### src/asu_pkg.sv
// Purpose: Constants for the asynchronous serial unit (control, data, rate)
// Assumes: 8-bit register port, byte-wide registers at small offsets
// Notes:   Offsets are local choices; divisor tables use powers of two
`default_nettype none
package asu_pkg;
   // ----------------------------------------------------------------
   // Register offsets
   // ----------------------------------------------------------------
   localparam logic [2:0] OFS_STATUS = 3'h0;
   localparam logic [2:0] OFS_DATA = 3'h1;
   localparam logic [2:0] OFS_RATE = 3'h2;
   localparam logic [2:0] OFS_CTRL1 = 3'h3;
   localparam logic [2:0] OFS_CTRL2 = 3'h4;
   localparam logic [2:0] OFS_RXEXT = 3'h5;
   localparam logic [2:0] OFS_TXEXT = 3'h6;
   // ----------------------------------------------------------------
   // Control 1 fields
   // ----------------------------------------------------------------
   localparam int C1_RX9 = 7;
   localparam int C1_TX9 = 6;
   localparam int C1_WLEN = 4;
   localparam int C1_WAKE = 3;
   localparam int C1_PAR_ON = 2;
   localparam int C1_PAR_ODD = 1;
   localparam int C1_PAR_IRQ = 0;
   // ----------------------------------------------------------------
   // Control 2 fields
   // ----------------------------------------------------------------
   localparam int C2_TXE_IRQ = 7;
   localparam int C2_TXC_IRQ = 6;
   localparam int C2_RXF_IRQ = 5;
   localparam int C2_IDL_IRQ = 4;
   localparam int C2_TX_ON = 3;
   localparam int C2_RX_ON = 2;
   localparam int C2_MUTE = 1;
   localparam int C2_BRK = 0;
   // ----------------------------------------------------------------
   // Status fields and reset values
   // ----------------------------------------------------------------
   localparam int S_TXE = 7;
   localparam int S_TXC = 6;
   localparam int S_RXF = 5;
   localparam int S_IDLE = 4;
   localparam int S_OVR = 3;
   localparam int S_NOISE = 2;
   localparam int S_FRM = 1;
   localparam int S_PAR = 0;
   localparam logic [7:0] RST_ZERO = 8'h00;
   // ----------------------------------------------------------------
   // Rate generator constants
   // ----------------------------------------------------------------
   localparam int OVERSAMPLE = 16;
   localparam logic [3:0] MID_SAMPLE = 4'h7;
   localparam logic [3:0] LAST_SAMPLE = 4'hf;
   localparam logic [3:0] BITS_8 = 4'h9;
   localparam logic [3:0] BITS_9 = 4'ha;
   localparam int CNT_W = 18; // Holds 8 x 128 x 255 cycle periods
   typedef enum logic [1:0] {TX_IDLE = 2'b00, TX_SHIFT = 2'b01}
      asu_tx_state_t;
   typedef enum logic [1:0] {RX_HUNT = 2'b00, RX_SHIFT = 2'b01}
      asu_rx_state_t;
endpackage : asu_pkg
`default_nettype wire

### src/asu_top.sv
// Purpose: Control, data and rate logic of the asynchronous serial unit
// Assumes: One clock MCLK, synchronous active-low reset RSTN
// Notes:   Status flags other than S_TXE clear by status read followed by data access; S_TXE clears on any data write
`timescale 1ns/100ps
`default_nettype none
module asu_top
   import asu_pkg::*;
(
   input wire logic MCLK,
   input wire logic RSTN,
   input wire logic [2:0] ADDR,
   input wire logic [7:0] WDATA,
   input wire logic WR,
   input wire logic RD,
   output logic [7:0] RDATA,
   input wire logic SERIAL_IN,
   output logic SERIAL_OUT,
   output logic SERIAL_OUT_EN,
   output logic IRQ
);
   // ----------------------------------------------------------------
   // Helpers
   // ----------------------------------------------------------------
   // Power-of-two divider from a field
   function automatic logic [CNT_W-1:0] pow2(input logic [2:0] e);
      pow2 = CNT_W'(1) << e;
   endfunction

   // Reload value: prescale*divisor*ext, minus one; ext of zero counts as one
   function automatic logic [CNT_W-1:0] reload(input logic [1:0] p,
      input logic [2:0] d, input logic [7:0] ext);
      logic [CNT_W-1:0] base;
      base = pow2({1'b0, p}) << d;
      if (ext != 8'h00)
         reload = CNT_W'(base * CNT_W'(ext)) - CNT_W'(1);
      else
         reload = base - CNT_W'(1);
   endfunction

   // ----------------------------------------------------------------
   // State
   // ----------------------------------------------------------------
   typedef struct packed {
      logic [7:0] rdata;
      logic [7:0] ctrl1;
      logic [7:0] ctrl2;
      logic [7:0] rate;
      logic [7:0] rxext;
      logic [7:0] txext;
      logic [7:0] status;
      logic [7:0] tx_hold;
      logic [7:0] rx_hold;
      logic stat_seen;
      logic pend_pre;
      logic pend_brk;
      logic [CNT_W-1:0] tcnt;
      logic [CNT_W-1:0] rcnt;
      asu_tx_state_t tst;
      logic [3:0] tsub;
      logic [3:0] tbit;
      logic [10:0] tsh;
      logic tx_pin;
      logic tx_pin_en;
      asu_rx_state_t rst;
      logic [3:0] rsub;
      logic [3:0] rbit;
      logic [8:0] rsh;
      logic rx_par_on;
      logic rx_par_odd;
      logic noise;
      logic [3:0] idle_cnt;
      logic idle_armed;
      logic [2:0] sync;
      logic line;
      logic irq;
   } asu_state_t;

   asu_state_t q;
   asu_state_t next_q;
   always_comb
   begin
      logic tick_t;
      logic tick_r;
      logic nine;
      logic [8:0] word;
      logic par;
      logic rx_done;
      logic [7:0] ret;
      tick_t = 1'b0;
      tick_r = 1'b0;
      nine = 1'b0;
      word = 9'h000;
      par = 1'b0;
      rx_done = 1'b0;
      ret = RST_ZERO;
      next_q = q;
      // Pin synchroniser, change counts when stages two and three agree
      next_q.sync = {q.sync[1:0], SERIAL_IN};
      if (q.sync[2] == q.sync[1])
         next_q.line = q.sync[2];
      // Rate counters with 16x oversampling enables
      if (q.tcnt == CNT_W'(0))
      begin
         tick_t = 1'b1;
         next_q.tcnt = reload(q.rate[7:6], q.rate[5:3], q.txext);
      end
      else
         next_q.tcnt = q.tcnt - CNT_W'(1);
      if (q.rcnt == CNT_W'(0))
      begin
         tick_r = 1'b1;
         next_q.rcnt = reload(q.rate[7:6], q.rate[2:0], q.rxext);
      end
      else
         next_q.rcnt = q.rcnt - CNT_W'(1);

      // Register reads, one cycle later on RDATA
      if (RD)
      begin
         if (ADDR == OFS_STATUS)
         begin
            ret = q.status;
            next_q.stat_seen = 1'b1;
         end
         else if (ADDR == OFS_DATA)
            ret = q.rx_hold;
         else if (ADDR == OFS_RATE)
            ret = q.rate;
         else if (ADDR == OFS_CTRL1)
            ret = q.ctrl1;
         else if (ADDR == OFS_CTRL2)
            ret = q.ctrl2;
         else if (ADDR == OFS_RXEXT)
            ret = q.rxext;
         else if (ADDR == OFS_TXEXT)
            ret = q.txext;
         else
            ret = RST_ZERO;
      end
      next_q.rdata = ret;
      // Status then data read clears receive flags
      if (RD && ADDR == OFS_DATA && q.stat_seen)
      begin
         next_q.status[S_RXF:S_FRM] = 5'h00;
         next_q.status[S_PAR] = 1'b0;
         next_q.stat_seen = 1'b0;
      end
      // Register writes
      if (WR)
      begin
         if (ADDR == OFS_DATA)
         begin
            next_q.tx_hold = WDATA;
            next_q.status[S_TXE] = 1'b0;
            if (q.stat_seen)
               next_q.status[S_TXC] = 1'b0;
            next_q.stat_seen = 1'b0;
         end
         else if (ADDR == OFS_RATE)
            next_q.rate = WDATA;
         else if (ADDR == OFS_CTRL1)
            next_q.ctrl1 = {q.ctrl1[C1_RX9], WDATA[6:0]};
         else if (ADDR == OFS_CTRL2)
         begin
            next_q.ctrl2 = WDATA;
            // Enable pulse during a frame queues a preamble
            if (q.ctrl2[C2_TX_ON] && !WDATA[C2_TX_ON] && q.tst == TX_SHIFT)
               next_q.pend_pre = 1'b1;
            // Break released queues one break word
            if (q.ctrl2[C2_BRK] && !WDATA[C2_BRK])
               next_q.pend_brk = 1'b1;
         end
         else if (ADDR == OFS_RXEXT)
            next_q.rxext = WDATA;
         else if (ADDR == OFS_TXEXT)
            next_q.txext = WDATA;
      end
      // Transmitter: pin owned only while enabled
      nine = q.ctrl1[C1_WLEN];
      next_q.tx_pin_en = next_q.ctrl2[C2_TX_ON];
      if (q.tst == TX_IDLE)
      begin
         next_q.tx_pin = 1'b1;
         if (q.ctrl2[C2_TX_ON] && tick_t)
         begin
            word = {q.ctrl1[C1_TX9], q.tx_hold};
            // Parity replaces MSB; settings taken per byte
            par = q.ctrl1[C1_PAR_ODD] ^
               (nine ? ^word[7:0] : ^word[6:0]);
            if (q.ctrl1[C1_PAR_ON] && nine)
               word[8] = par;
            else if (q.ctrl1[C1_PAR_ON])
               word[7] = par;
            if (q.ctrl2[C2_BRK] || q.pend_brk)
            begin
               next_q.tsh = 11'h000;
               next_q.pend_brk = 1'b0;
               next_q.tst = TX_SHIFT;
            end
            else if (q.pend_pre)
            begin
               next_q.tsh = 11'h7ff;
               next_q.pend_pre = 1'b0;
               next_q.tst = TX_SHIFT;
            end
            else if (!q.status[S_TXE])
            begin
               // Start, data LSB first, stop
               next_q.tsh = nine ? {1'b1, word, 1'b0}
                                 : {2'b11, word[7:0], 1'b0};
               next_q.status[S_TXE] = 1'b1;
               next_q.tst = TX_SHIFT;
            end
            next_q.tsub = 4'h0;
            next_q.tbit = nine ? BITS_9 : BITS_8;
         end
      end
      else if (tick_t)
      begin
         next_q.tx_pin = q.tsh[0];
         next_q.tsub = q.tsub + 4'h1;
         if (q.tsub == LAST_SAMPLE)
         begin
            next_q.tsh = {1'b1, q.tsh[10:1]};
            if (q.tbit == 4'h0)
            begin
               next_q.tst = TX_IDLE;
               next_q.status[S_TXC] = 1'b1;
            end
            else
               next_q.tbit = q.tbit - 4'h1;
         end
      end
      // Receiver: hunt for start bit when enabled
      if (!q.ctrl2[C2_RX_ON])
      begin
         next_q.rst = RX_HUNT;
         next_q.status[S_RXF:S_FRM] = 5'h00;
         next_q.idle_cnt = 4'h0;
      end
      else if (tick_r)
      begin
         next_q.rsub = q.rsub + 4'h1;
         if (q.rst == RX_HUNT)
         begin
            if (!q.line)
            begin
               next_q.rst = RX_SHIFT;
               next_q.rsub = 4'h0;
               next_q.rbit = 4'h0;
               next_q.rx_par_on = q.ctrl1[C1_PAR_ON];
               next_q.rx_par_odd = q.ctrl1[C1_PAR_ODD];
               next_q.idle_cnt = 4'h0;
               next_q.idle_armed = 1'b1;
            end
            else if (q.rsub == LAST_SAMPLE && q.idle_armed)
            begin
               next_q.idle_cnt = q.idle_cnt + 4'h1;
               if (q.idle_cnt == (nine ? BITS_9 : BITS_8))
               begin
                  next_q.idle_armed = 1'b0;
                  if (q.ctrl2[C2_MUTE] && !q.ctrl1[C1_WAKE])
                     next_q.ctrl2[C2_MUTE] = 1'b0;
                  else if (!q.ctrl2[C2_MUTE])
                     next_q.status[S_IDLE] = 1'b1;
               end
            end
         end
         else if (q.rsub == MID_SAMPLE)
         begin
            if (q.rbit == 4'h0 && q.line)
               next_q.rst = RX_HUNT; // False start
            else if (q.rbit == (nine ? BITS_9 : BITS_8))
            begin
               rx_done = 1'b1;
               next_q.rst = RX_HUNT;
            end
            else if (q.rbit != 4'h0)
               next_q.rsh = nine ? {q.line, q.rsh[8:1]}
                                 : {1'b0, q.line, q.rsh[7:1]};
            next_q.rbit = q.rbit + 4'h1;
         end
      end
      // Word complete: mute gate, address wake, flags
      if (rx_done)
      begin
         word = q.rsh;
         if (q.ctrl2[C2_MUTE] && q.ctrl1[C1_WAKE] &&
            (nine ? word[8] : word[7]))
            next_q.ctrl2[C2_MUTE] = 1'b0;
         if (!q.ctrl2[C2_MUTE] || next_q.ctrl2[C2_MUTE] == 1'b0)
         begin
            if (q.status[S_RXF])
               next_q.status[S_OVR] = 1'b1;
            else
            begin
               next_q.rx_hold = word[7:0];
               next_q.ctrl1[C1_RX9] = word[8];
               next_q.status[S_RXF] = 1'b1;
               next_q.status[S_FRM] = !q.line;
               par = q.rx_par_odd ^ (nine ? ^word[8:0] : ^word[7:0]);
               if (q.rx_par_on && par)
                  next_q.status[S_PAR] = 1'b1;
            end
         end
      end
      // Interrupt merge
      next_q.irq =
         (q.ctrl1[C1_PAR_IRQ] & q.status[S_PAR]) |
         (q.ctrl2[C2_TXE_IRQ] & q.status[S_TXE]) |
         (q.ctrl2[C2_TXC_IRQ] & q.status[S_TXC]) |
         (!q.ctrl2[C2_MUTE] & q.ctrl2[C2_RXF_IRQ] &
            (q.status[S_RXF] | q.status[S_OVR])) |
         (!q.ctrl2[C2_MUTE] & q.ctrl2[C2_IDL_IRQ] & q.status[S_IDLE]);
   end

   // Register the state; reset to constants
   always_ff @(posedge MCLK)
   begin
      if (!RSTN)
      begin
         q <= '0;
         q.status <= 8'hc0;
         q.tx_pin <= 1'b1;
         q.sync <= 3'h7;
         q.line <= 1'b1;
      end
      else
         q <= next_q;
   end

   assign RDATA = q.rdata;
   assign SERIAL_OUT = q.tx_pin;
   assign SERIAL_OUT_EN = q.tx_pin_en;
   assign IRQ = q.irq;
   // Any mute release, by hardware or by register write, excused by the mute assertion
   logic rx_wake;
   assign rx_wake = q.ctrl2[C2_MUTE] && !next_q.ctrl2[C2_MUTE];
endmodule // asu_top
`default_nettype wire

### config.mk
export PLATFORM = sky130hd
export DESIGN_NAME = asu_top
export DESIGN_NICKNAME = d
export VERILOG_FILES = /design/src/asu_pkg.sv /design/src/asu_top.sv
export SDC_FILE = /design/constraint.sdc
export NUM_CORES = 1
export LEC_CHECK = 0
export ABC_AREA = 1
export BUFFER_PORTS_ARGS = -buffer_cell sky130_fd_sc_hd__buf_2
export CAP_MARGIN = 15
export CORE_UTILIZATION = 25
export CTS_BUF_LIST = sky130_fd_sc_hd__clkbuf_16
export CTS_CLUSTER_SIZE = 10
export DETAILED_ROUTE_END_ITERATION = 6
export PLACE_DENSITY = 0.36
export RECOVER_POWER = 25
export SLEW_MARGIN = 20
export SYNTH_ARGS = -nofsm -noshare
export SYNTH_HDL_FRONTEND = slang
export SYNTH_SLANG_ARGS = --single-unit
### constraint.sdc
create_clock -name MCLK -period 5.6 [get_ports MCLK]
set_input_delay 0 -clock MCLK [delete_from_list [all_inputs] [get_ports MCLK]]
set_output_delay 0 -clock MCLK [all_outputs]
set_load 0.1 [all_outputs]
==> results.sh <==
export IMPL_worstSetupStartpointType="flip-flop"
export IMPL_ant_nets=0
export IMPL_insertedDiodeCount=0
export IMPL_overflow=0
export IMPL_worstMarginPinSlew_ps=2100
export IMPL_violations="capacitance limit, slew limit"
export IMPL_synth_area_per_cell_um2=7.05
export IMPL_async_flop_share_pct=0
export IMPL_pwr_share_comb_pct=36.8
export IMPL_ys_ff_latch=161
export IMPL_wl_mm=48.3
export IMPL_hold_path_class="input port to flip-flop"
export IMPL_yosys_most_used_dff="dfxtp_1"
export IMPL_p_clk_share_pct=29.4
export IMPL_critPathCaptureType="flip-flop"
export IMPL_r2r_start="q[134]$_SDFFE_PN0P_"
export IMPL_min_path_cells=7
export IMPL_clock_latency_ps=450
export IMPL_grt_usage_pct=16.3
export IMPL_fmax_mhz=192
export IMPL_cts_made_buffers=17
export IMPL_rrSetupSlack_ps=400
export IMPL_fin_skew_ps=14.1
export IMPL_critPathMaxFanout=8
export IMPL_peakVddDrop_mv=0.169
export IMPL_period_needed_ps=5200
export IMPL_post_cts_buffers=0
export IMPL_power_mw=4.03
export IMPL_seqPwrFrac_pct=33.8
export IMPL_grt_pass1_vias=13400
export IMPL_yosys_warnings=0
export IMPL_cts_root_buf="clkbuf_16"
export IMPL_die_area_um2=60600
export IMPL_status="finished with violations"
export IMPL_worstRegToRegCells=22
export IMPL_internal_power_mw=2.36
export IMPL_yosysSeqAreaShare_pct=21.6
export IMPL_grt_pass1_wl_mm=76.5
export IMPL_die_h_um=246
export IMPL_hold_viol=0
export IMPL_slew_headroom_pct=-40.3
export IMPL_crit_arrival_ps=5570
export IMPL_first_iter_violations=751
export IMPL_num_vias=13600
export IMPL_slew_viol_final=40
export IMPL_routabilityCongestion=0.840
export IMPL_post_route_period_util_pct=92.9
export IMPL_fillers=6581
export IMPL_critPathRequiredTime_ps=5970
export IMPL_tns_ps=0
export IMPL_synth_edf_count=0
export IMPL_cts_tree="done"
export IMPL_dp_hpwl_mm=38.1
export IMPL_path_class="flip-flop to flip-flop"
export IMPL_synth_area_um2=14900
export IMPL_avgRoutedWirePerCell_um=16.6
export IMPL_min_to="RDATA[0]$_SDFF_PN0_"
export IMPL_row_count=89
export IMPL_path_clk_slew_ps=80
export IMPL_power_per_cell_area_nw_per_um2=244
export IMPL_p_leak_nw=7.56
export IMPL_switching_power_mw=1.67
export IMPL_cts_sinks=161
export IMPL_final_nets=2349
export IMPL_grt_max_degree=59
export IMPL_crit_start="q[134]$_SDFFE_PN0P_"
export IMPL_rsz0062_at_grt="false"
export IMPL_firstDrtPassIters=7
export IMPL_clockBufferDepth=2
export IMPL_antenna_found_initial=0
export IMPL_die_w_um=246
export IMPL_start_util_pct=25.3
export IMPL_synthCells=2112
export IMPL_io_buffers=26
export IMPL_p_sw_share_pct=41.4
export IMPL_synth_distinct_cells=59
export IMPL_io_pins=27
export IMPL_r2r_end="q[64]$_SDFF_PN0_"
export IMPL_syn_nets=2338
export IMPL_areaGrowthSynthToFinish_pct=11.0
export IMPL_htreeDepth=4
export IMPL_fp_coreArea_um2=58900
export IMPL_drv_cap=1
export IMPL_setup_violations=0
export IMPL_drive_gt1_share_pct=6.74
export IMPL_drc_errors=0
export IMPL_hold_start="ADDR[2]"
export IMPL_via_per_inst=4.68
-- flip-flops by register name, summed over array words and instances (netlist names) --
register    count
next_q          2
SERIAL_OUT      1
RDATA           8
q             149
IRQ             1
-- cell usage in the layout (no fill, tap or decap), types with 10 or more instances in the layout --
master         count
xor2_1            33
a31oi_1           13
o21ai_0          123
dfxtp_1          159
fa_1             118
ha_1              92
a21oi_1          175
a211oi_1          11
dlygate4sd3_1     14
inv_2             15
nand2_1          382
nor2_2            12
nor2_1           199
o21ai_1           19
buf_4             23
nor3_1            25
xnor2_1           19
nand3b_1          10
clkbuf_1          12
clkbuf_16         17
nand4_1           33
buf_2             15
nand3_1          119
inv_1            384
-- per-stage QoR --
step / hold WS, ps / instances / area [µm²] / worst slack (ps) / utilization (%)
floorplan: 107 / 2112 / 14900 / 902 / -
global placement: 195 / 2863 / 15800 / 76.7 / 26.9
detailed placement: 191 / 2863 / 15800 / 14.9 / 26.9
CTS: 124 / 2909 / 16500 / 105 / 28.1
global route: 199 / 2909 / 16500 / 9.83 / 28.1
finish: 179 / 2909 / 16500 / 397 / 28.1
-- routing by layer --
metal | global-route usage, % | vias up | share of wire (%)
li1 | - | 6743 | -
met1 | 23.4 | 6591 | 51
met2 | 26.2 | 257 | 45
met3 | 1.60 | 29 | 3.3
met4 | 3.00 | 0 | 0.95
met5 | 0 | - | 0
-- worst max-delay path by stage --
stage / to / slack, ps / cells past startpoint
5_1_grt: q[83]$_SDFF_PN0_ / 10 / 27
2_1_floorplan: q[67]$_SDFF_PN0_ / 900 / 23
3_5_place_dp: q[65]$_SDFF_PN0_ / 10 / 22
3_3_place_gp: q[65]$_SDFF_PN0_ / 80 / 22
4_1_cts: q[65]$_SDFF_PN0_ / 100 / 22
6_report: q[64]$_SDFF_PN0_ / 400 / 22
-- cells in the mapped netlist (2+ instances only) --
cell type | count | area [µm²]
fa_1 | 118 | 2360
a21o_1 | 4 | 30.0
a21oi_1 | 175 | 876
o221ai_1 | 7 | 61.3
nand2b_1 | 2 | 12.5
inv_2 | 15 | 56.3
nor3_2 | 4 | 40.0
nand2_2 | 5 | 31.3
nand3_1 | 119 | 596
o21ai_0 | 126 | 631
or2_2 | 6 | 37.5
a31oi_1 | 13 | 81.3
o21bai_1 | 4 | 30.0
nand2_1 | 382 | 1430
nand3_2 | 7 | 70.1
a211oi_2 | 2 | 25.0
nor2_2 | 12 | 75.1
clkinv_1 | 2 | 7.51
nand3b_1 | 10 | 75.1
xor2_1 | 33 | 289
or2_1 | 2 | 12.5
o21a_1 | 5 | 37.5
buf_2 | 7 | 35.0
nand4_4 | 3 | 63.8
a21boi_0 | 2 | 15.0
o31ai_1 | 8 | 60.1
inv_1 | 383 | 1440
xnor2_1 | 19 | 166
a211oi_1 | 11 | 82.6
nor2_1 | 199 | 747
a21oi_2 | 2 | 17.5
nor3b_1 | 2 | 15.0
dfxtp_1 | 161 | 3220
nor2_4 | 3 | 33.8
a41oi_1 | 2 | 17.5
buf_6 | 3 | 33.8
clkbuf_1 | 48 | 180
o22ai_1 | 5 | 31.3
nand4_1 | 33 | 206
o211ai_1 | 4 | 30.0
o21ai_2 | 4 | 35.0
nor3_1 | 25 | 125
ha_1 | 92 | 1150
buf_4 | 12 | 90.1
o21ai_1 | 17 | 85.1
-- logic make-up (layout without fill, tap and decap cells) --
group	after synthesis	after routing	synth area share (%)
flops	161	161	21.6
simple gates	819	819	24.4
fa+ha+maj	210	210	23.6
compound gates	396	396	14.8
xor+xnor	52	52	3.06
buf+inv	474	498	12.5
-- critical path: stages, from the launching register on --
cell and delay (ps):
dfxtp_1 460, inv_2 120, o21ai_0 250, nand2_1 90, nand2_1 60, nand2_1 130
inv_1 200, nand2_1 100, fa_1 490, inv_1 50, fa_1 490, fa_1 550
inv_1 50, fa_1 470, inv_1 50, ha_1 330, a21o_1 180, nor2_1 210
o21ai_1 170, or2_2 310, nand2_1 120, nand3_1 110, a21oi_1 150
-- timing repair --
| item | in CTS | in global routing |
|---|---|---|
| endpoints found under the hold margin | 40 | 0 |
| resized for setup | 1 | 7 |
| cloned | 0 | 0 |
| setup endpoints to repair | 1 | 13 |
| hold buffers | 14 | 0 |
-- power groups by stage --
stage               clock network, mW  registers, mW  logic (mW)
detailed placement                  0           1.38        1.48
CTS                              1.23           1.36        1.49
global placement                    0           1.39        1.49
floorplan                           0           1.35        1.11
global route                     1.26           1.38        1.69
finish                           1.19           1.36        1.48
-- area by class of cell --
type / instances / area, µm² / share of cell area [%]
Multi-Input combinational cell: 1477 / 9820 / 59.4
Sequential cell: 161 / 3230 / 19.5
Inverter: 402 / 1520 / 9.17
Tap cell: 773 / 967 / 5.85
Timing Repair Buffer: 64 / 433 / 2.62
Clock buffer: 17 / 425 / 2.57
Clock inverter: 15 / 148 / 0.893
(Power assumes the default switching activity.)
